$ cat src/hw/adcc_pkg.sv
package adcc_pkg;
  // ---------------------------------------------------------------------
  // register byte offsets
  // ---------------------------------------------------------------------
  localparam logic [7:0] OFS_SC1     = 8'h00; // first status control
  localparam logic [7:0] OFS_SC2     = 8'h04; // trigger and compare ctl
  localparam logic [7:0] OFS_RES     = 8'h08; // result, low byte in 7:0
  localparam logic [7:0] OFS_CMP     = 8'h0C; // compare value
  localparam logic [7:0] OFS_CFG     = 8'h10; // clock and format config

  // ---------------------------------------------------------------------
  // field positions
  // ---------------------------------------------------------------------
  localparam int SC1_DONE    = 7;  // conversion done flag
  localparam int SC1_AIEN    = 6;  // done interrupt enable
  localparam int SC1_CONT    = 5;  // continuous conversion
  localparam int SC1_CH_LSB  = 0;  // channel select, 5 bits
  localparam int SC2_ACT     = 7;  // conversion active
  localparam int SC2_HWT     = 6;  // hardware trigger enable
  localparam int SC2_CFE     = 5;  // compare function enable
  localparam int SC2_GTE     = 4;  // compare greater or equal
  localparam int CFG_SRC_LSB = 0;  // clock source, 2 bits
  localparam int CFG_DIV_LSB = 2;  // clock divide select, 2 bits
  localparam int CFG_FMT_LSB = 4;  // result format, 2 bits
  localparam int CFG_LSMP    = 6;  // long sample

  // ---------------------------------------------------------------------
  // reset values
  // ---------------------------------------------------------------------
  localparam logic [7:0]  SC1_RST = 8'h1F; // converter off at reset
  localparam logic [7:0]  SC2_RST = 8'h00;
  localparam logic [11:0] CMP_RST = 12'h000;
  localparam logic [6:0]  CFG_RST = 7'h00;

  // ---------------------------------------------------------------------
  // channel codes, clock sources, formats
  // ---------------------------------------------------------------------
  localparam logic [4:0] CH_OFF   = 5'h1F; // all ones: module off
  localparam logic [4:0] CH_TEMP  = 5'h1A; // temperature_channel
  localparam logic [4:0] CH_BG    = 5'h1B; // bandgap_channel
  localparam logic [4:0] CH_PINS  = 5'h1C; // codes below: 28 inputs
  localparam logic [1:0] SRC_BUS  = 2'h0;  // bus clock
  localparam logic [1:0] SRC_BUS2 = 2'h1;  // bus clock / 2
  localparam logic [1:0] SRC_ALT  = 2'h2;  // alternate_clock_input
  localparam logic [1:0] SRC_ASY  = 2'h3;  // internal_async_conv_clock
  localparam logic [1:0] FMT_8    = 2'h0;
  localparam logic [1:0] FMT_12   = 2'h1;
  localparam logic [1:0] FMT_10   = 2'h2;

  // ---------------------------------------------------------------------
  // timing counts, in conversion clock ticks
  // ---------------------------------------------------------------------
  localparam logic [4:0] SMP_SHORT = 5'd4;
  localparam logic [4:0] SMP_LONG  = 5'd20;

  typedef logic [11:0] adcc_res_t;
endpackage

$ cat src/hw/adcc_sar_if.sv
`timescale 1ns/1ps
interface adcc_sar_if;
  logic      start;     // begin sample then conversion
  logic      abort;     // drop any conversion in progress
  logic      tick;      // one conversion_clock period
  logic      long_smp;  // long sampling phase
  logic      comp;      // comparator: input at or above dac
  logic      sampling;  // sample phase active
  logic      done;      // one-cycle end of conversion
  adcc_pkg::adcc_res_t dac;    // trial code to the dac
  adcc_pkg::adcc_res_t result; // final 12-bit code

  modport ctrl (output start, abort, tick, long_smp, comp,
                input  sampling, done, dac, result);
  modport sar  (input  start, abort, tick, long_smp, comp,
                output sampling, done, dac, result);
endinterface

$ cat src/hw/adcc_clkdiv.sv
`timescale 1ns/1ps
module adcc_clkdiv (
  input  wire logic       clk,
  input  wire logic       rst_n,
  input  wire logic [1:0] src_sel,   // clock source
  input  wire logic [1:0] div_sel,   // clock_divide_select
  input  wire logic       alt_in,    // alternate_clock_input
  input  wire logic       async_in,  // internal_async_conv_clock
  input  wire logic       stop_mode, // stop2 or stop3
  output logic            tick       // conversion_clock tick
);
  import adcc_pkg::*;

  // -----------------------------------------------------------------
  // source edges
  // -----------------------------------------------------------------
  logic [1:0] src_in;    // slow clock levels
  logic [1:0] prev_r;    // last levels
  logic [1:0] rise;      // rising edges
  logic       half_r;    // bus clock / 2 phase
  logic [2:0] cnt_r;     // divider count
  logic [2:0] mask;      // divider mask
  logic       src_tick;  // selected source edge
  logic       tick_r;    // registered tick

  assign src_in = {async_in, alt_in};

  // edge detect for each slow source
  genvar gi;
  generate
    for (gi = 0; gi < 2; gi++) begin : g_edge
      assign rise[gi] = src_in[gi] & ~prev_r[gi];
    end
  endgenerate

  // alternate clock is held off in stop modes runs in wait
  // the alternate input is the external_reference_clock
  assign src_tick = (src_sel == SRC_BUS)  ? 1'b1 :
                    (src_sel == SRC_BUS2) ? half_r :
                    (src_sel == SRC_ALT)  ? (rise[0] & ~stop_mode) :
                    rise[1];
  assign mask = 3'((4'h1 << div_sel) - 4'h1);

  // source history and divider
  always_ff @(posedge clk) begin
    if (!rst_n) begin
      prev_r <= 2'h0;
      half_r <= 1'b0;
      cnt_r  <= 3'h0;
      tick_r <= 1'b0;
    end else begin
      prev_r <= src_in;
      half_r <= ~half_r;
      if (src_tick)
        cnt_r <= 3'(cnt_r + 3'h1);
      tick_r <= src_tick & ((cnt_r & mask) == mask);
    end
  end

  assign tick = tick_r;

  AST_ALT_STOP: assert property (@(posedge clk) disable iff (!rst_n)
    (src_sel == SRC_ALT) && stop_mode |=> !tick)
    else $error("alternate clock ticked in stop mode");
endmodule

$ cat src/hw/adcc_sar.sv
`timescale 1ns/1ps
module adcc_sar (
  input  wire logic clk,
  input  wire logic rst_n,
  adcc_sar_if.sar   sif
);
  import adcc_pkg::*;

  // -----------------------------------------------------------------
  // successive-approximation sequencer
  // -----------------------------------------------------------------
  typedef enum {SAR_IDLE, SAR_SAMP, SAR_CONV} adcc_sar_e;

  adcc_sar_e  st_r;      // sequencer state
  logic [4:0] smp_r;     // sample ticks left
  logic [3:0] bit_r;     // bit under trial
  adcc_res_t  dac_r;     // trial code
  adcc_res_t  res_r;     // final code
  logic       done_r;    // end pulse
  adcc_res_t  keep;      // trial after comparator
  adcc_res_t  nbit;      // next lower bit

  assign keep = sif.comp ? dac_r : (dac_r & ~(12'h001 << bit_r));
  assign nbit = (bit_r == 4'h0) ? 12'h000 : (12'h001 << (bit_r - 4'h1));

  // one bit resolved per tick, msb first
  always_ff @(posedge clk) begin
    if (!rst_n) begin
      st_r   <= SAR_IDLE;
      smp_r  <= 5'h00;
      bit_r  <= 4'h0;
      dac_r  <= 12'h000;
      res_r  <= 12'h000;
      done_r <= 1'b0;
    end else begin
      done_r <= 1'b0;
      if (sif.start) begin
        st_r  <= SAR_SAMP;
        smp_r <= sif.long_smp ? SMP_LONG : SMP_SHORT;
        dac_r <= 12'h000;
      end else if (sif.abort) begin
        st_r <= SAR_IDLE;
      end else if (sif.tick) begin
        case (st_r)
          SAR_SAMP: begin
            if (smp_r == 5'h01) begin
              st_r  <= SAR_CONV;
              bit_r <= 4'hB;
              dac_r <= 12'h800;
            end
            smp_r <= 5'(smp_r - 5'h01);
          end
          SAR_CONV: begin
            if (bit_r == 4'h0) begin
              res_r  <= keep;
              done_r <= 1'b1;
              st_r   <= SAR_IDLE;
            end
            dac_r <= keep | nbit;
            bit_r <= 4'(bit_r - 4'h1);
          end
          default: st_r <= SAR_IDLE;
        endcase
      end
    end
  end

  assign sif.sampling = (st_r == SAR_SAMP);
  assign sif.done     = done_r;
  assign sif.dac      = dac_r;
  assign sif.result   = res_r;

  AST_SAR_MSB: assert property (@(posedge clk) disable iff (!rst_n)
    (st_r == SAR_SAMP) && sif.tick && (smp_r == 5'h01) && !sif.start
    && !sif.abort |=> (dac_r == 12'h800) && (st_r == SAR_CONV))
    else $error("conversion did not open with msb trial");
endmodule

$ cat src/hw/adcc_top.sv
// Design decisions made here: the register addresses and the AHB-Lite register port.
`timescale 1ns/1ps
// Operation
// - 28 inputs chosen by 5-bit channel code
// - reserved codes give undefined result
// - codes route temperature sensor and bandgap
// - four selectable conversion clock sources
// - alternate input is external reference clock
// - alternate clock keeps running in wait
// - no alternate clock in stop2, stop3
// - counter overflow starts conversion when enabled
// - trigger works in run, wait, stop3
// - 12-bit linear successive approximation
// - right-justified unsigned 12, 10, 8 bits
// - single or continuous; single returns idle
// - compare less-than or greater-equal, interrupt
// - done flag set, can interrupt
// - operates in wait and stop3
// - control write aborts, and restarts conversion when software-triggered
// - all-ones channel turns converter off
// - done cleared by control write, result read
module adcc_top (
  input  wire logic        CLK,
  input  wire logic        RESET_N,
  input  wire logic        HSEL,
  input  wire logic [31:0] HADDR,
  input  wire logic [1:0]  HTRANS,
  input  wire logic        HWRITE,
  input  wire logic [2:0]  HSIZE,
  input  wire logic [31:0] HWDATA,
  input  wire logic        HREADY,
  output logic             HREADYOUT,
  output logic             HRESP,
  output logic [31:0]      HRDATA,
  input  wire logic        COMP_IN,
  input  wire logic        ALT_CLK_IN,
  input  wire logic        ASYNC_CLK_IN,
  input  wire logic        HW_TRIGGER_IN,
  input  wire logic        WAIT_MODE,
  input  wire logic        STOP2_MODE,
  input  wire logic        STOP3_MODE,
  output logic [4:0]       CHANNEL_SELECT,
  output logic             TEMP_SENSOR_EN,
  output logic             BANDGAP_EN,
  output logic             CONV_ENABLE,
  output logic             SAMPLE_HOLD,
  output adcc_pkg::adcc_res_t SAR_DAC,
  output logic             IRQ
);
  import adcc_pkg::*;

  // -------------------------------------------------------------------
  // decode helpers
  // -------------------------------------------------------------------
  // word hit on a register offset
  function automatic logic hit(input logic [7:0] a, input logic [7:0] o);
    hit = (a[7:2] == o[7:2]);
  endfunction

  // all-ones channel code means converter off
  function automatic logic is_off(input logic [4:0] ch);
    is_off = (ch == CH_OFF);
  endfunction

  // -------------------------------------------------------------------
  // register state
  // -------------------------------------------------------------------
  logic        done_r;     // conversion_done_flag
  logic        aien_r;     // done interrupt enable
  logic        cont_r;     // continuous conversion
  logic [4:0]  ch_r;       // channel_select
  logic        hwt_r;      // hardware trigger enable
  logic        cfe_r;      // compare enable
  logic        gte_r;      // compare greater or equal
  adcc_res_t   cmp_r;      // compare value
  logic [1:0]  src_r;      // clock source
  logic [1:0]  div_r;      // clock_divide_select
  logic [1:0]  fmt_r;      // result format
  logic        lsmp_r;     // long sample
  adcc_res_t   res_r;      // stored result
  logic        act_r;      // conversion active
  logic        start_r;    // start pulse to sequencer
  logic        abort_r;    // abort pulse to sequencer
  logic        trig_d_r;   // trigger history
  logic        temp_r;     // temperature sensor route
  logic        bg_r;       // bandgap route
  logic        irq_r;      // interrupt output
  logic        ph_wr_r;    // write data phase pending
  logic [7:0]  ph_a_r;     // data phase address
  logic [31:0] rdata_r;    // read data

  // -------------------------------------------------------------------
  // bus decode
  // -------------------------------------------------------------------
  logic        acc;        // address phase taken
  logic        rd_acc;     // read taken
  logic        wr_sc1;     // control write, data phase
  logic        wr_sc2;
  logic        wr_cmp;
  logic        wr_cfg;
  logic        rd_res;     // result read
  logic [31:0] rd_word;    // read mux

  assign acc    = HSEL & HTRANS[1] & HREADY;
  assign rd_acc = acc & ~HWRITE;
  assign wr_sc1 = ph_wr_r & hit(ph_a_r, OFS_SC1);
  assign wr_sc2 = ph_wr_r & hit(ph_a_r, OFS_SC2);
  assign wr_cmp = ph_wr_r & hit(ph_a_r, OFS_CMP);
  assign wr_cfg = ph_wr_r & hit(ph_a_r, OFS_CFG);
  assign rd_res = rd_acc & hit(HADDR[7:0], OFS_RES);

  // read mux, unmapped words read zero
  assign rd_word =
    hit(HADDR[7:0], OFS_SC1) ? {24'h0, done_r, aien_r, cont_r, ch_r} :
    hit(HADDR[7:0], OFS_SC2) ? {24'h0, act_r, hwt_r, cfe_r, gte_r,
                                4'h0} :
    hit(HADDR[7:0], OFS_RES) ? {20'h0, res_r} :
    hit(HADDR[7:0], OFS_CMP) ? {20'h0, cmp_r} :
    hit(HADDR[7:0], OFS_CFG) ? {25'h0, lsmp_r, fmt_r, div_r, src_r} :
    32'h0;

  // -------------------------------------------------------------------
  // conversion clock and sequencer
  // -------------------------------------------------------------------
  adcc_sar_if  sif ();
  logic        cc_tick;    // conversion_clock tick

  adcc_clkdiv u_clkdiv (
    .clk       (CLK),
    .rst_n     (RESET_N),
    .src_sel   (src_r),
    .div_sel   (div_r),
    .alt_in    (ALT_CLK_IN),
    .async_in  (ASYNC_CLK_IN),
    .stop_mode (STOP2_MODE | STOP3_MODE),
    .tick      (cc_tick)
  );

  adcc_sar u_sar (
    .clk   (CLK),
    .rst_n (RESET_N),
    .sif   (sif)
  );

  assign sif.start    = start_r;
  assign sif.abort    = abort_r;
  assign sif.tick     = cc_tick;
  assign sif.long_smp = lsmp_r;
  assign sif.comp     = COMP_IN;

  // -------------------------------------------------------------------
  // conversion control
  // -------------------------------------------------------------------
  logic [4:0] ch_new;     // channel code being written
  logic       trig_edge;  // one counter overflow
  logic       sw_go;      // software start
  logic       hw_go;      // hardware start
  logic       cont_go;    // continuous restart
  logic       start_nxt;
  logic       abort_nxt;
  logic       act_nxt;
  adcc_res_t  fmt_res;    // formatted result
  logic       cmp_true;   // compare condition met
  logic       store;      // result kept, flag set
  logic       done_nxt;

  assign ch_new    = HWDATA[SC1_CH_LSB +: 5];
  // one conversion per overflow, wait and stop3 alike
  assign trig_edge = HW_TRIGGER_IN & ~trig_d_r;
  // control write restarts unless channel off, hardware trigger on, or stop2
  assign sw_go     = wr_sc1 & ~is_off(ch_new) & ~hwt_r & ~STOP2_MODE;
  assign hw_go     = trig_edge & hwt_r & ~is_off(ch_r) & ~act_r
                     & ~wr_sc1 & ~STOP2_MODE;
  // continuous goes again on the same channel
  assign cont_go   = sif.done & cont_r & ~is_off(ch_r) & ~wr_sc1
                     & ~STOP2_MODE;
  assign start_nxt = sw_go | hw_go | cont_go;
  // stop2 halts, wait and stop3 keep converting
  assign abort_nxt = wr_sc1 | STOP2_MODE;
  assign act_nxt   = start_nxt ? 1'b1 :
                     (abort_nxt | sif.done) ? 1'b0 : act_r;

  // right-justified unsigned result reserved codes convert
  // whatever the mux presents
  assign fmt_res  = (fmt_r == FMT_12) ? sif.result :
                    (fmt_r == FMT_10) ? {2'h0, sif.result[11:2]} :
                    {4'h0, sif.result[11:4]};
  assign cmp_true = gte_r ? (fmt_res >= cmp_r) : (fmt_res < cmp_r);
  assign store    = sif.done & (~cfe_r | cmp_true);
  // a new result wins over a clear in the same cycle
  assign done_nxt = store ? 1'b1 :
                    (wr_sc1 | rd_res) ? 1'b0 : done_r;

  // -------------------------------------------------------------------
  // bus phase and read data
  // -------------------------------------------------------------------
  // zero-wait slave, always OKAY
  always_ff @(posedge CLK) begin
    if (!RESET_N) begin
      ph_wr_r <= 1'b0;
      ph_a_r  <= 8'h00;
      rdata_r <= 32'h0;
    end else begin
      ph_wr_r <= acc & HWRITE;
      if (acc)
        ph_a_r <= HADDR[7:0];
      if (rd_acc)
        rdata_r <= rd_word;
    end
  end

  // -------------------------------------------------------------------
  // software registers
  // -------------------------------------------------------------------
  // control fields, written in the data phase
  always_ff @(posedge CLK) begin
    if (!RESET_N) begin
      aien_r <= SC1_RST[SC1_AIEN];
      cont_r <= SC1_RST[SC1_CONT];
      ch_r   <= SC1_RST[SC1_CH_LSB +: 5];
      hwt_r  <= SC2_RST[SC2_HWT];
      cfe_r  <= SC2_RST[SC2_CFE];
      gte_r  <= SC2_RST[SC2_GTE];
      cmp_r  <= CMP_RST;
      src_r  <= CFG_RST[CFG_SRC_LSB +: 2];
      div_r  <= CFG_RST[CFG_DIV_LSB +: 2];
      fmt_r  <= CFG_RST[CFG_FMT_LSB +: 2];
      lsmp_r <= CFG_RST[CFG_LSMP];
    end else begin
      if (wr_sc1) begin
        aien_r <= HWDATA[SC1_AIEN];
        cont_r <= HWDATA[SC1_CONT];
        ch_r   <= ch_new;
      end
      if (wr_sc2) begin
        hwt_r <= HWDATA[SC2_HWT];
        cfe_r <= HWDATA[SC2_CFE];
        gte_r <= HWDATA[SC2_GTE];
      end
      if (wr_cmp)
        cmp_r <= HWDATA[11:0];
      if (wr_cfg) begin
        src_r  <= HWDATA[CFG_SRC_LSB +: 2];
        div_r  <= HWDATA[CFG_DIV_LSB +: 2];
        fmt_r  <= HWDATA[CFG_FMT_LSB +: 2];
        lsmp_r <= HWDATA[CFG_LSMP];
      end
    end
  end

  // -------------------------------------------------------------------
  // conversion state and analog controls
  // -------------------------------------------------------------------
  // sequencer pulses, flag, result and mux routes
  always_ff @(posedge CLK) begin
    if (!RESET_N) begin
      start_r  <= 1'b0;
      abort_r  <= 1'b0;
      act_r    <= 1'b0;
      trig_d_r <= 1'b0;
      done_r   <= SC1_RST[SC1_DONE];
      res_r    <= 12'h000;
      temp_r   <= 1'b0;
      bg_r     <= 1'b0;
      irq_r    <= 1'b0;
    end else begin
      start_r  <= start_nxt;
      abort_r  <= abort_nxt;
      act_r    <= act_nxt;
      trig_d_r <= HW_TRIGGER_IN;
      done_r   <= done_nxt;
      if (store)
        res_r <= fmt_res;
      if (wr_sc1) begin
        temp_r <= (ch_new == CH_TEMP);
        bg_r   <= (ch_new == CH_BG);
      end
      irq_r <= done_r & aien_r;
    end
  end

  // -------------------------------------------------------------------
  // outputs
  // -------------------------------------------------------------------
  assign HREADYOUT      = 1'b1;
  assign HRESP          = 1'b0;
  assign HRDATA         = rdata_r;
  assign CHANNEL_SELECT = ch_r;
  assign TEMP_SENSOR_EN = temp_r;
  assign BANDGAP_EN     = bg_r;
  assign CONV_ENABLE    = act_r;
  assign SAMPLE_HOLD    = sif.sampling;
  assign SAR_DAC        = sif.dac;
  assign IRQ            = irq_r;

  // -------------------------------------------------------------------
  // checks
  // -------------------------------------------------------------------
  AST_OFF_NO_START: assert property (@(posedge CLK) disable iff (!RESET_N)
    wr_sc1 && is_off(ch_new) |=> !start_r ##1 !act_r)
    else $error("converter started with channel off");

  AST_WRITE_RESTART: assert property (@(posedge CLK)
    disable iff (!RESET_N)
    wr_sc1 && !is_off(ch_new) && !hwt_r && !STOP2_MODE
    |=> start_r && abort_r ##1 act_r)
    else $error("control write did not restart");

  AST_CLEAR: assert property (@(posedge CLK) disable iff (!RESET_N)
    (wr_sc1 || rd_res) && !store |=> !done_r)
    else $error("done flag not cleared");

  AST_SET_WINS: assert property (@(posedge CLK) disable iff (!RESET_N)
    sif.done && !cfe_r |=> done_r && (res_r == $past(fmt_res)))
    else $error("finished conversion not flagged");

  AST_HW_ONE: assert property (@(posedge CLK) disable iff (!RESET_N)
    hw_go |=> start_r ##1 !start_r [*2])
    else $error("overflow did not start exactly one conversion");

  AST_CONT: assert property (@(posedge CLK) disable iff (!RESET_N)
    sif.done && cont_r && !is_off(ch_r) && !wr_sc1 && !STOP2_MODE
    |=> start_r && $stable(ch_r))
    else $error("continuous mode did not restart");

  AST_SINGLE_IDLE: assert property (@(posedge CLK) disable iff (!RESET_N)
    sif.done && !cont_r && !start_nxt |=> !act_r)
    else $error("single conversion did not return idle");

  AST_CMP_GATE: assert property (@(posedge CLK) disable iff (!RESET_N)
    sif.done && cfe_r && !cmp_true && !(wr_sc1 || rd_res)
    |=> done_r == $past(done_r))
    else $error("failed compare changed the done flag");

  AST_FMT: assert property (@(posedge CLK) disable iff (!RESET_N)
    store && (fmt_r == FMT_8) |=> res_r[11:8] == 4'h0)
    else $error("8-bit result not right-justified");

  AST_IRQ: assert property (@(posedge CLK) disable iff (!RESET_N)
    done_r && aien_r |=> IRQ)
    else $error("interrupt missing for done flag");
endmodule

$ cat config.mk
export PLATFORM = sky130hd
export DESIGN_NAME = adcc_top
export DESIGN_NICKNAME = d
export VERILOG_FILES = /design/src/hw/adcc_pkg.sv /design/src/hw/adcc_sar_if.sv /design/src/hw/adcc_clkdiv.sv /design/src/hw/adcc_sar.sv /design/src/hw/adcc_top.sv
export SDC_FILE = /design/constraint.sdc
export NUM_CORES = 1
export LEC_CHECK = 0
export BUFFER_PORTS_ARGS = -buffer_cell sky130_fd_sc_hd__buf_4
export CAP_MARGIN = 10
export CORE_MARGIN = 10
export CORE_UTILIZATION = 25
export CTS_CLUSTER_DIAMETER = 100
export DETAILED_ROUTE_END_ITERATION = 16
export GPL_TIMING_DRIVEN = 0
export PLACE_DENSITY_LB_ADDON = 0.2
export SYNTH_ARGS = -nofsm -noshare
export SYNTH_HDL_FRONTEND = slang
export SYNTH_SLANG_ARGS = --single-unit
$ cat constraint.sdc
create_clock -name CLK -period 5.6 [get_ports CLK]
set_input_delay 0.28 -clock CLK [delete_from_list [all_inputs] [get_ports CLK]]
set_output_delay 0.28 -clock CLK [all_outputs]
set_load 0.02 [all_outputs]
==> impl_metrics.env, run 1 <==
export IMPL_drc=0
export IMPL_clkSinkCount=111
export IMPL_grt_antenna_before_repair=0
export IMPL_yosysSeqAreaShare_pct=39.6
export IMPL_routed_via_count=4839
export IMPL_status="finished clean"
export IMPL_cts_htree_levels=3
export IMPL_synth_seq_cells=111
export IMPL_post_synth_cell_area_avg_um2=8.17
export IMPL_mostFrequentLayoutCell="sky130_fd_sc_hd__dfxtp_1"
export IMPL_floorplan_die_width_um=170
export IMPL_flow_area_growth_from_synthesis_pct=21.8
export IMPL_ant_nets=0
export IMPL_num_rows=54
export IMPL_via_per_inst=4.55
export IMPL_worstSetupPathType="reg -> reg"
export IMPL_setup_tns_final_ns=0
export IMPL_cts_tree="built"
export IMPL_num_antenna_cells=0
export IMPL_die_area_um2=28800
export IMPL_synth_yosys_warnings=0
export IMPL_worst_hold_path_type="in -> reg"
export IMPL_critical_path_most_common_cell="sky130_fd_sc_hd__nor2_1"
export IMPL_timing_fmax_mhz=308
export IMPL_min_path_cells=2
export IMPL_post_route_cells_drive_above_1_share_pct=15.3
export IMPL_timing_reg2reg_setup_slack_ns=2.35
export IMPL_worstPathCellList="clkbuf_1, nand2b_1, clkbuf_1, nand2_1, nor2_1, nor2_1, ha_1, and4_1, and3_1, o21ai_0, a21oi_1, nor2_1, buf_4, mux2i_1"
export IMPL_dpl_ws_ns=2.40
export IMPL_setup_violations=0
export IMPL_clk_insertion_delay_late_ns=0.36
export IMPL_skew_ns=0.0151
export IMPL_comb_power_share_pct=6.6
export IMPL_timing_critical_path_slowest_cell_delay_ns=0.32
export IMPL_core_um2=22000
export IMPL_synth_lib_cells_used_distinct=57
export IMPL_vdd_drop_max_mv=0.169
export IMPL_synth_ff_type="sky130_fd_sc_hd__dfxtp_1"
export IMPL_final_util_pct=31.1
export IMPL_clock_tree_buffer_depth=2
export IMPL_hp_start="HW_TRIGGER_IN"
export IMPL_setup_repair_after_global_routing_missed_its_margin="no"
export IMPL_netlist_area_um2=5610
export IMPL_timing_critical_path_from_type="flip-flop"
export IMPL_slew_headroom_pct=49.5
export IMPL_timing_critical_path_max_delay_family="simple AND/OR/NAND/NOR gates"
export IMPL_required_ns=5.88
export IMPL_cts_clk_slew_worst_paths_ns=0.08
export IMPL_clock_power_share_pct=44.7
export IMPL_final_setup_worst_slack_ns=2.35
export IMPL_cts_made_buffers=9
export IMPL_buffer_ports_inserted=61
export IMPL_worst_endpoint_arrival_ns=3.53
export IMPL_clockRootBuffer="sky130_fd_sc_hd__clkbuf_16"
export IMPL_chipHeight_um=170
export IMPL_switching_power_uw=391
export IMPL_critical_path_peak_fanout=10
export IMPL_least_margin_pin_slew_ns=0.758
export IMPL_finalHoldViolCount=0
export IMPL_routed_wl_um=17100
export IMPL_number_of_enable_flip_flop_cells_after_synthesis=0
export IMPL_seq_power_share_pct=48.7
export IMPL_avgRoutedWirePerCell_um=16.1
export IMPL_min_delay_worst_endpoint="trig_d_r"
export IMPL_cts_hold_fix_buffers=0
export IMPL_floorplan_initialDensity_pct=25.6
export IMPL_nFillCells=2367
export IMPL_gp_congestion=0.827
export IMPL_slew_violations=0
export IMPL_rr_startpoint="fmt_r[1]"
export IMPL_reg2reg_depth=14
export IMPL_grt_max_degree=19
export IMPL_cellInternalPower_uw=1260
export IMPL_worst_r2r_endpoint="res_r[2]"
export IMPL_post_cts_resize_count=0
export IMPL_power_density_nw_per_um2=241
export IMPL_drv_max_cap_violation_count=0
export IMPL_finalCritPeriodShare_pct=58.0
export IMPL_finish_net_count=881
export IMPL_postSynthCellCount=687
export IMPL_io_pin_count=137
export IMPL_switching_share_pct=23.7
export IMPL_grt_first_pass_wirelength_um=27000
export IMPL_postCtsSetupBuffers=0
export IMPL_async_reset_ff_share_pct=0
export IMPL_crit_buf_inv=3
export IMPL_drt_iter0_markers=278
export IMPL_power_leakage_uw=0.00281
export IMPL_final_cell_mix="sky130_fd_sc_hd__dfxtp_1, sky130_fd_sc_hd__nor2_1, sky130_fd_sc_hd__nand2_1"
export IMPL_via_count_of_the_first_global_routing_pass=4636
export IMPL_drtPass1Iterations=4
export IMPL_end_kind="flip-flop"
export IMPL_post_route_min_period_ns=3.25
export IMPL_cp_slowest_cell="sky130_fd_sc_hd__clkbuf_1"
export IMPL_place_detailed_hpwl_um=13200
export IMPL_grt_overflow=0
export IMPL_grtUsageTotal_pct=11.8
worst register-to-register path: cells and delay by family, from the launching register on:
family | cells | cell delay [ns]
fa+ha+maj | 1 | 0.30
buf+inv | 3 | 0.79
flops | 1 | 0.31
mux | 1 | 0.22
compound gates | 2 | 0.27
simple gates | 7 | 1.27
cells by family after synthesis:
family	count (synthesis)	synth area share, %
and+or+nand+nor	283	23.0
AOI/OAI and AO/OA	133	15.1
DFF	111	39.6
buffers and inverters	81	7.45
muxes	47	8.63
adders and majority gates	21	4.68
xor gates and xnor gates	9	1.40
other	2	0.134
cells in the mapped netlist, types with 3 or more instances:
cell type	count	area (um2)
sky130_fd_sc_hd__o22ai_1	7	43.8
sky130_fd_sc_hd__xnor2_1	6	52.6
sky130_fd_sc_hd__nor2_1	108	405
sky130_fd_sc_hd__o211a_1	4	40.0
sky130_fd_sc_hd__xor2_1	3	26.3
sky130_fd_sc_hd__a32oi_1	3	26.3
sky130_fd_sc_hd__inv_1	22	82.6
sky130_fd_sc_hd__ha_1	21	263
sky130_fd_sc_hd__a21oi_1	46	230
sky130_fd_sc_hd__nor2b_1	9	56.3
sky130_fd_sc_hd__a22o_1	10	87.6
sky130_fd_sc_hd__buf_2	6	30.0
sky130_fd_sc_hd__or3_1	4	25.0
sky130_fd_sc_hd__and3_1	5	31.3
sky130_fd_sc_hd__dfxtp_1	111	2220
sky130_fd_sc_hd__o31ai_1	4	30.0
sky130_fd_sc_hd__clkbuf_1	26	97.6
sky130_fd_sc_hd__nor3_1	9	45.0
sky130_fd_sc_hd__o21ai_0	26	130
sky130_fd_sc_hd__a22oi_1	17	128
sky130_fd_sc_hd__and2_1	10	62.6
sky130_fd_sc_hd__mux2i_1	45	450
sky130_fd_sc_hd__nand2b_1	9	56.3
sky130_fd_sc_hd__nand2_1	91	342
sky130_fd_sc_hd__nand3_1	17	85.1
sky130_fd_sc_hd__a211oi_1	3	22.5
sky130_fd_sc_hd__buf_4	24	180
how the worst max path moves through the flow:
stage             start   endpoint  slack [ns]  depth (start not counted)
6_report       fmt_r[1]   res_r[2]        2.35                         14
5_1_grt        fmt_r[1]   res_r[2]        2.02                         14
4_1_cts        fmt_r[1]   res_r[2]        2.36                         14
3_5_place_dp   fmt_r[1]   res_r[2]        2.40                         14
3_3_place_gp   fmt_r[1]   res_r[2]        2.41                         14
2_1_floorplan  fmt_r[1]  res_r[10]        2.94                         14
power by group through the flow:
stage | sequential, uW | combinational, uW | clock [uW]
2_1_floorplan | 821 | 63.9 | 0
3_3_place_gp | 821 | 109 | 0
3_5_place_dp | 821 | 109 | 0
4_1_cts | 803 | 109 | 762
5_1_grt | 804 | 119 | 787
6_report | 803 | 109 | 738
layer usage:
| layer | GRT usage (%) | wire (um) | vias to the layer above |
|---|---|---|---|
| li1 | - | - | 2494 |
| met1 | 15.7 | 8410 | 2219 |
| met2 | 18.7 | 7630 | 118 |
| met3 | 3.31 | 939 | 8 |
| met4 | 2.29 | 115 | 0 |
| met5 | 0 | 0 | - |
final cells by class:
type                       instances  area, um2  area share [%]
tap                              280        350            5.12
clock inverter                     5       88.8            1.30
sequential                       111       2220            32.5
buffer                            58        332            4.85
inverter                          23       86.3            1.26
multi-input combinational        515       3050            44.6
timing repair buffer              61        458            6.70
clock buffer                      11        253            3.70
metrics by stage:
| step | hold slack (ns) | area, um2 | power, uW | instances |
|---|---|---|---|---|
| 2_1_floorplan | 0.386 | 5690 | 885 | 707 |
| 3_3_place_gp | 0.400 | 6500 | 930 | 1048 |
| 3_5_place_dp | 0.401 | 6500 | 930 | 1048 |
| 4_1_cts | 0.128 | 6840 | 1670 | 1064 |
| 5_1_grt | 0.128 | 6840 | 1710 | 1064 |
| 6_report | 0.140 | 6840 | 1650 | 1064 |
state kept, by name (all words and copies together) (netlist names), 2 cells and up:
signal            flops
cmp_r                12
CHANNEL_SELECT        5
div_r                 2
u_sar.sif.dac        12
u_sar.st_r            2
HRDATA               12
ph_a_r                6
res_r                12
src_r                 2
fmt_r                 2
u_clkdiv.prev_r       2
u_sar.smp_r           5
u_clkdiv.cnt_r        3
u_sar.bit_r           4
u_sar.sif.result     12
Power figures use the tool's default switching activity.
==> run 2, diff against run 1 <==
==> constraint.sdc (replaced) <==
create_clock -name CLK -period 2.6 [get_ports CLK]
set_input_delay 0.13 -clock CLK [delete_from_list [all_inputs] [get_ports CLK]]
set_output_delay 0.13 -clock CLK [all_outputs]
set_load 0.02 [all_outputs]
==> impl_metrics.env, run 2 (synthesized netlist as in run 1, its figures left out) <==
export IMPL_drt_iter0_markers=290
export IMPL_timing_fmax_mhz=386
export IMPL_clockRootBuffer="sky130_fd_sc_hd__clkbuf_16"
export IMPL_finalCritPeriodShare_pct=99.5
export IMPL_globalRouteMet2Util_pct=18.7
export IMPL_nFillCells=2350
export IMPL_worst_r2r_endpoint="res_r[8]"
export IMPL_ant_nets=0
export IMPL_floorplan_initialDensity_pct=25.6
export IMPL_min_path_cells=3
export IMPL_worstPathCellList="buf_8, nand2b_4, buf_8, o22ai_2, nor2_4, ha_1, and4_4, and3_4, o21ai_2, a21oi_2, nor2_2, buf_4, o211a_1"
export IMPL_mostFrequentLayoutCell="sky130_fd_sc_hd__dfxtp_1"
export IMPL_use_met1_pct=15.5
export IMPL_worst_hold_path_type="in -> reg"
export IMPL_required_ns=2.86
export IMPL_die_area_um2=28800
export IMPL_crit_buf_inv=3
export IMPL_finish_net_count=897
export IMPL_least_margin_pin_slew_ns=0.731
export IMPL_clkSinkCount=111
export IMPL_crit_cells=13
export IMPL_rr_startpoint="fmt_r[1]"
export IMPL_timing_critical_path_slowest_cell_delay_ns=0.36
export IMPL_area_sequential_um2=2230
export IMPL_worstSetupPathType="reg -> reg"
export IMPL_post_route_min_period_ns=2.59
export IMPL_end_kind="flip-flop"
export IMPL_grt_antenna_before_repair=0
export IMPL_cts_htree_levels=3
export IMPL_via_count_of_the_first_global_routing_pass=4814
export IMPL_switching_share_pct=25.5
export IMPL_gp_congestion=0.804
export IMPL_cts_clk_slew_worst_paths_ns=0.08
export IMPL_drc=0
export IMPL_vdd_drop_max_mv=0.252
export IMPL_reg2reg_depth=13
export IMPL_buffer_ports_inserted=61
export IMPL_io_pin_count=137
export IMPL_hp_start="HWDATA[3]"
export IMPL_comb_power_share_pct=7.5
export IMPL_cellInternalPower_uw=2460
export IMPL_grtUsageTotal_pct=11.9
export IMPL_clock_power_share_pct=40.3
export IMPL_floorplan_die_width_um=170
export IMPL_timing_critical_path_max_delay_family="simple AND/OR/NAND/NOR gates"
export IMPL_seq_power_share_pct=52.2
export IMPL_grt_max_degree=19
export IMPL_dpl_ws_ns=-0.470
export IMPL_final_setup_worst_slack_ns=0.0123
export IMPL_cts_made_buffers=9
export IMPL_routed_via_count=4993
export IMPL_grt_first_pass_wirelength_um=27200
export IMPL_grt_most_used_layer="met2"
export IMPL_skew_ns=0.0120
export IMPL_power_density_nw_per_um2=461
export IMPL_chipHeight_um=170
export IMPL_critical_path_most_common_cell="sky130_fd_sc_hd__buf_8"
export IMPL_place_detailed_hpwl_um=13300
export IMPL_core_um2=22000
export IMPL_setup_tns_final_ns=0
export IMPL_met3_layer_usage_reported_by_global_route_pct=3.24
export IMPL_cp_slowest_cell="sky130_fd_sc_hd__dfxtp_4"
export IMPL_slew_violations=0
export IMPL_worst_endpoint_arrival_ns=2.84
export IMPL_power_total_uw=3310
export IMPL_flow_area_growth_from_synthesis_pct=27.7
export IMPL_clock_tree_buffer_depth=2
export IMPL_min_delay_worst_endpoint="CHANNEL_SELECT[3]"
export IMPL_multi_input_comb_area_um2=3250
export IMPL_setup_repair_after_global_routing_missed_its_margin="yes"
export IMPL_slew_headroom_pct=51.3
export IMPL_power_leakage_uw=0.00290
export IMPL_cts_tree="built"
export IMPL_clk_insertion_delay_late_ns=0.36
export IMPL_drv_max_cap_violation_count=0
export IMPL_switching_power_uw=843
export IMPL_status="finished clean"
export IMPL_timing_critical_path_from_type="flip-flop"
export IMPL_avgRoutedWirePerCell_um=16.3
export IMPL_drtPass1Iterations=7
export IMPL_grt_overflow=0
export IMPL_setup_violations=0
export IMPL_via_per_inst=4.62
export IMPL_finalHoldViolCount=0
export IMPL_critical_path_peak_fanout=8
export IMPL_final_cell_mix="sky130_fd_sc_hd__dfxtp_1, sky130_fd_sc_hd__nor2_1, sky130_fd_sc_hd__buf_4"
export IMPL_timing_reg2reg_setup_slack_ns=0.01
export IMPL_num_rows=54
export IMPL_routed_wl_um=17600
export IMPL_post_route_cells_drive_above_1_share_pct=20.8
run 2: power by group through the flow:
stage,Clock [uW],Combinational (uW),Sequential (uW)
after floorplan,0,138,1770
after global placement,0,233,1770
after detailed placement,0,233,1770
after CTS,1370,245,1730
after global routing,1440,270,1730
final,1330,247,1730
run 2: layout make-up:
type	count	share of cell area, %
well taps	280	4.89
clock inverters	7	0.681
flip-flops and latches	111	31.1
clock buffers	9	3.14
diodes	1	0.0349
inverters	23	1.20
repair buffers	78	8.69
multi-input cells	515	45.3
plain buffers	57	4.92
run 2: worst max path at each step:
stage | start | endpoint | slack, ns
3_5_place_dp | fmt_r[0] | res_r[7] | -0.47
2_1_floorplan | fmt_r[0] | res_r[10] | 0.04
6_report | fmt_r[1] | res_r[8] | 0.01
4_1_cts | fmt_r[1] | res_r[9] | 0.002
3_3_place_gp | fmt_r[0] | res_r[10] | -0.47
5_1_grt | fmt_r[1] | res_r[0] | -0.09
run 2: worst register-to-register path: stages, from the launching register on:
cell,delay (ns)
sky130_fd_sc_hd__dfxtp_4,0.36
sky130_fd_sc_hd__buf_8,0.13
sky130_fd_sc_hd__nand2b_4,0.14
sky130_fd_sc_hd__buf_8,0.14
sky130_fd_sc_hd__o22ai_2,0.19
sky130_fd_sc_hd__nor2_4,0.06
sky130_fd_sc_hd__ha_1,0.29
sky130_fd_sc_hd__and4_4,0.24
sky130_fd_sc_hd__and3_4,0.19
sky130_fd_sc_hd__o21ai_2,0.06
sky130_fd_sc_hd__a21oi_2,0.24
sky130_fd_sc_hd__nor2_2,0.10
sky130_fd_sc_hd__buf_4,0.15
sky130_fd_sc_hd__o211a_1,0.19
run 2: timing repair:
item	CTS	global route
gates resized for setup	19	38
hold endpoints to repair	8	0
cloned	0	2
hold buffers	8	0
pin swaps	7	16
endpoints found under the setup margin	13	13
setup buffers	3	4
run 2: stage by stage:
| stage | utilization (%) | area [um2] | std cells | hold slack (ns) |
|---|---|---|---|---|
| after floorplan | - | 5690 | 707 | 0.244 |
| after global placement | 29.6 | 6500 | 1048 | 0.351 |
| after detailed placement | 29.6 | 6500 | 1048 | 0.354 |
| after CTS | 31.6 | 6940 | 1074 | 0.00532 |
| after global routing | 32.6 | 7160 | 1080 | 0.0183 |
| final | 32.6 | 7170 | 1081 | 0.0181 |
run 2: routing by layer:
metal | vias to the layer above | part of all wire, %
met5 | - | 0
met4 | 0 | 1.6
met3 | 25 | 5.8
met2 | 114 | 44
met1 | 2310 | 49
li1 | 2544 | -
==> run 3, diff against run 2 <==
--- a/config.mk
+++ b/config.mk
@@ -16,3 +16,4 @@
 export SYNTH_ARGS = -nofsm -noshare
 export SYNTH_HDL_FRONTEND = slang
 export SYNTH_SLANG_ARGS = --single-unit
+export TNS_END_PERCENT = 10
==> constraint.sdc (replaced) <==
create_clock -name CLK -period 2.6 [get_ports CLK]
set_input_delay 0.13 -clock CLK [delete_from_list [all_inputs] [get_ports CLK]]
set_output_delay 0.13 -clock CLK [all_outputs]
set_load 0.01 [all_outputs]
==> impl_metrics.env, run 3 (synthesized netlist as in run 1, its figures left out) <==
export IMPL_cts_made_buffers=9
export IMPL_buffer_ports_inserted=61
export IMPL_critical_path_peak_fanout=8
export IMPL_flow_area_growth_from_synthesis_pct=27.7
export IMPL_setup_tns_final_ns=0
export IMPL_slew_headroom_pct=51.7
export IMPL_setup_repair_after_global_routing_missed_its_margin="yes"
export IMPL_grt_antenna_before_repair=0
export IMPL_vdd_drop_max_mv=0.252
export IMPL_power_density_nw_per_um2=459
export IMPL_via_count_of_the_first_global_routing_pass=4814
export IMPL_finalHoldViolCount=0
export IMPL_holdWs_ns=0.0172
export IMPL_cts_clk_slew_worst_paths_ns=0.08
export IMPL_cellInternalPower_uw=2460
export IMPL_least_margin_pin_slew_ns=0.725
export IMPL_timing_critical_path_max_delay_family="simple AND/OR/NAND/NOR gates"
export IMPL_grtUsageTotal_pct=11.9
export IMPL_num_rows=54
export IMPL_grt_first_pass_wirelength_um=27200
export IMPL_routed_wl_um=17700
export IMPL_drc=0
export IMPL_clk_insertion_delay_late_ns=0.36
export IMPL_comb_power_share_pct=7.0
export IMPL_switching_share_pct=25.2
export IMPL_clock_tree_buffer_depth=2
export IMPL_cp_slowest_cell="sky130_fd_sc_hd__dfxtp_4"
export IMPL_worst_endpoint_arrival_ns=2.84
export IMPL_grt_overflow=0
export IMPL_finalCritPeriodShare_pct=99.2
export IMPL_post_route_min_period_ns=2.58
export IMPL_via_per_inst=4.59
export IMPL_timing_critical_path_from_type="flip-flop"
export IMPL_clockRootBuffer="sky130_fd_sc_hd__clkbuf_16"
export IMPL_timing_critical_path_slowest_cell_delay_ns=0.36
export IMPL_cts_htree_levels=3
export IMPL_end_kind="flip-flop"
export IMPL_seq_power_share_pct=52.4
export IMPL_routed_via_count=4963
export IMPL_slew_violations=0
export IMPL_cts_tree="built"
export IMPL_power_leakage_uw=0.00290
export IMPL_io_pin_count=137
export IMPL_required_ns=2.86
export IMPL_avgRoutedWirePerCell_um=16.3
export IMPL_drt_iter0_markers=314
export IMPL_floorplan_die_width_um=170
export IMPL_worstPathCellList="buf_8, nand2b_4, buf_8, o22ai_2, nor2_4, ha_1, and4_4, and3_4, o21ai_2, a21oi_2, nor2_2, buf_4, o211a_1"
export IMPL_critical_path_most_common_cell="sky130_fd_sc_hd__buf_8"
export IMPL_switching_power_uw=831
export IMPL_floorplan_initialDensity_pct=25.6
export IMPL_status="finished clean"
export IMPL_timing_fmax_mhz=388
export IMPL_multi_input_comb_area_um2=3250
export IMPL_final_cell_mix="sky130_fd_sc_hd__dfxtp_1, sky130_fd_sc_hd__nor2_1, sky130_fd_sc_hd__buf_4"
export IMPL_ant_nets=0
export IMPL_worst_hold_path_type="in -> reg"
export IMPL_gp_congestion=0.804
export IMPL_core_um2=22000
export IMPL_place_detailed_hpwl_um=13300
export IMPL_mostFrequentLayoutCell="sky130_fd_sc_hd__dfxtp_1"
export IMPL_die_area_um2=28800
export IMPL_chipHeight_um=170
export IMPL_drv_max_cap_violation_count=0
export IMPL_drtPass1Iterations=4
export IMPL_skew_ns=0.0121
export IMPL_finish_net_count=897
export IMPL_setup_violations=0
export IMPL_clock_power_share_pct=40.6
export IMPL_post_route_cells_drive_above_1_share_pct=20.8
export IMPL_nFillCells=2350
export IMPL_final_util_pct=32.6
export IMPL_worstSetupPathType="reg -> reg"
export IMPL_crit_buf_inv=3
export IMPL_clkSinkCount=111
export IMPL_grt_max_degree=19
export IMPL_area_sequential_um2=2230
[run 3: cell counts in the layout (fill, tap and decap cells not counted)]
No cell type changed its count.
[run 3: cell type report]
class,instances,share of cell area (%)
clock buffer,9,3.14
sequential,111,31.1
inverter,23,1.20
antenna,1,0.0349
buffer,57,4.92
timing repair buffer,78,8.69
clock inverter,7,0.681
tap,280,4.89
multi-input combinational,515,45.3
[run 3: power by group through the flow]
stage / Clock (uW) / Combinational, uW / Sequential, uW
3_5_place_dp: 0 / 216 / 1770
6_report: 1340 / 230 / 1730
2_1_floorplan: 0 / 123 / 1770
5_1_grt: 1440 / 253 / 1730
4_1_cts: 1370 / 228 / 1730
3_3_place_gp: 0 / 216 / 1770
[run 3: path summary, 6_finish.rpt]
| check | start | end | slack, ns | cells after the start |
|---|---|---|---|---|
| setup / recovery | fmt_r[1] | res_r[8] | 0.02 | 13 |
| hold / removal | HWDATA[3] | CHANNEL_SELECT[3] | 0.02 | 3 |
| setup reg to reg | fmt_r[1] | res_r[8] | 0.02 | 13 |
| hold reg to reg | u_clkdiv.half_r | u_clkdiv.half_r | 0.42 | 1 |
[run 3: routing by layer]
layer  vias up  routed length, um  global-route usage [%]
met5         -                  0                       0
met4         0                273                    3.43
met3        23               1010                    3.24
met2       103               7760                    18.7
met1      2299               8600                    15.5
li1       2538                  -                       -
[run 3: stage by stage]
step                power, uW  instance area (um2)  worst slack [ns]  instances
global route             3420                 7160           -0.0886       1080
floorplan                1890                 5690            0.0395        707
finish                   3290                 7170            0.0203       1081
CTS                      3330                 6940           0.00164       1074
global placement         1980                 6500            -0.469       1048
detailed placement       1990                 6500            -0.470       1048
[run 3: timing repair]
item / in CTS / in global routing
setup buffers: 3 / 4
setup endpoints to repair: 13 / 13
hold buffers: 8 / 0
gates cloned: 0 / 2
pin swaps: 7 / 16
gates resized for setup: 19 / 38
endpoints found under the hold margin: 8 / 0
[run 3: worst min-delay path, cell delays in order]
cell and delay (ns):
sky130_fd_sc_hd__buf_4 0.11, sky130_fd_sc_hd__nand2_1 0.05, sky130_fd_sc_hd__nand3_1 0.06
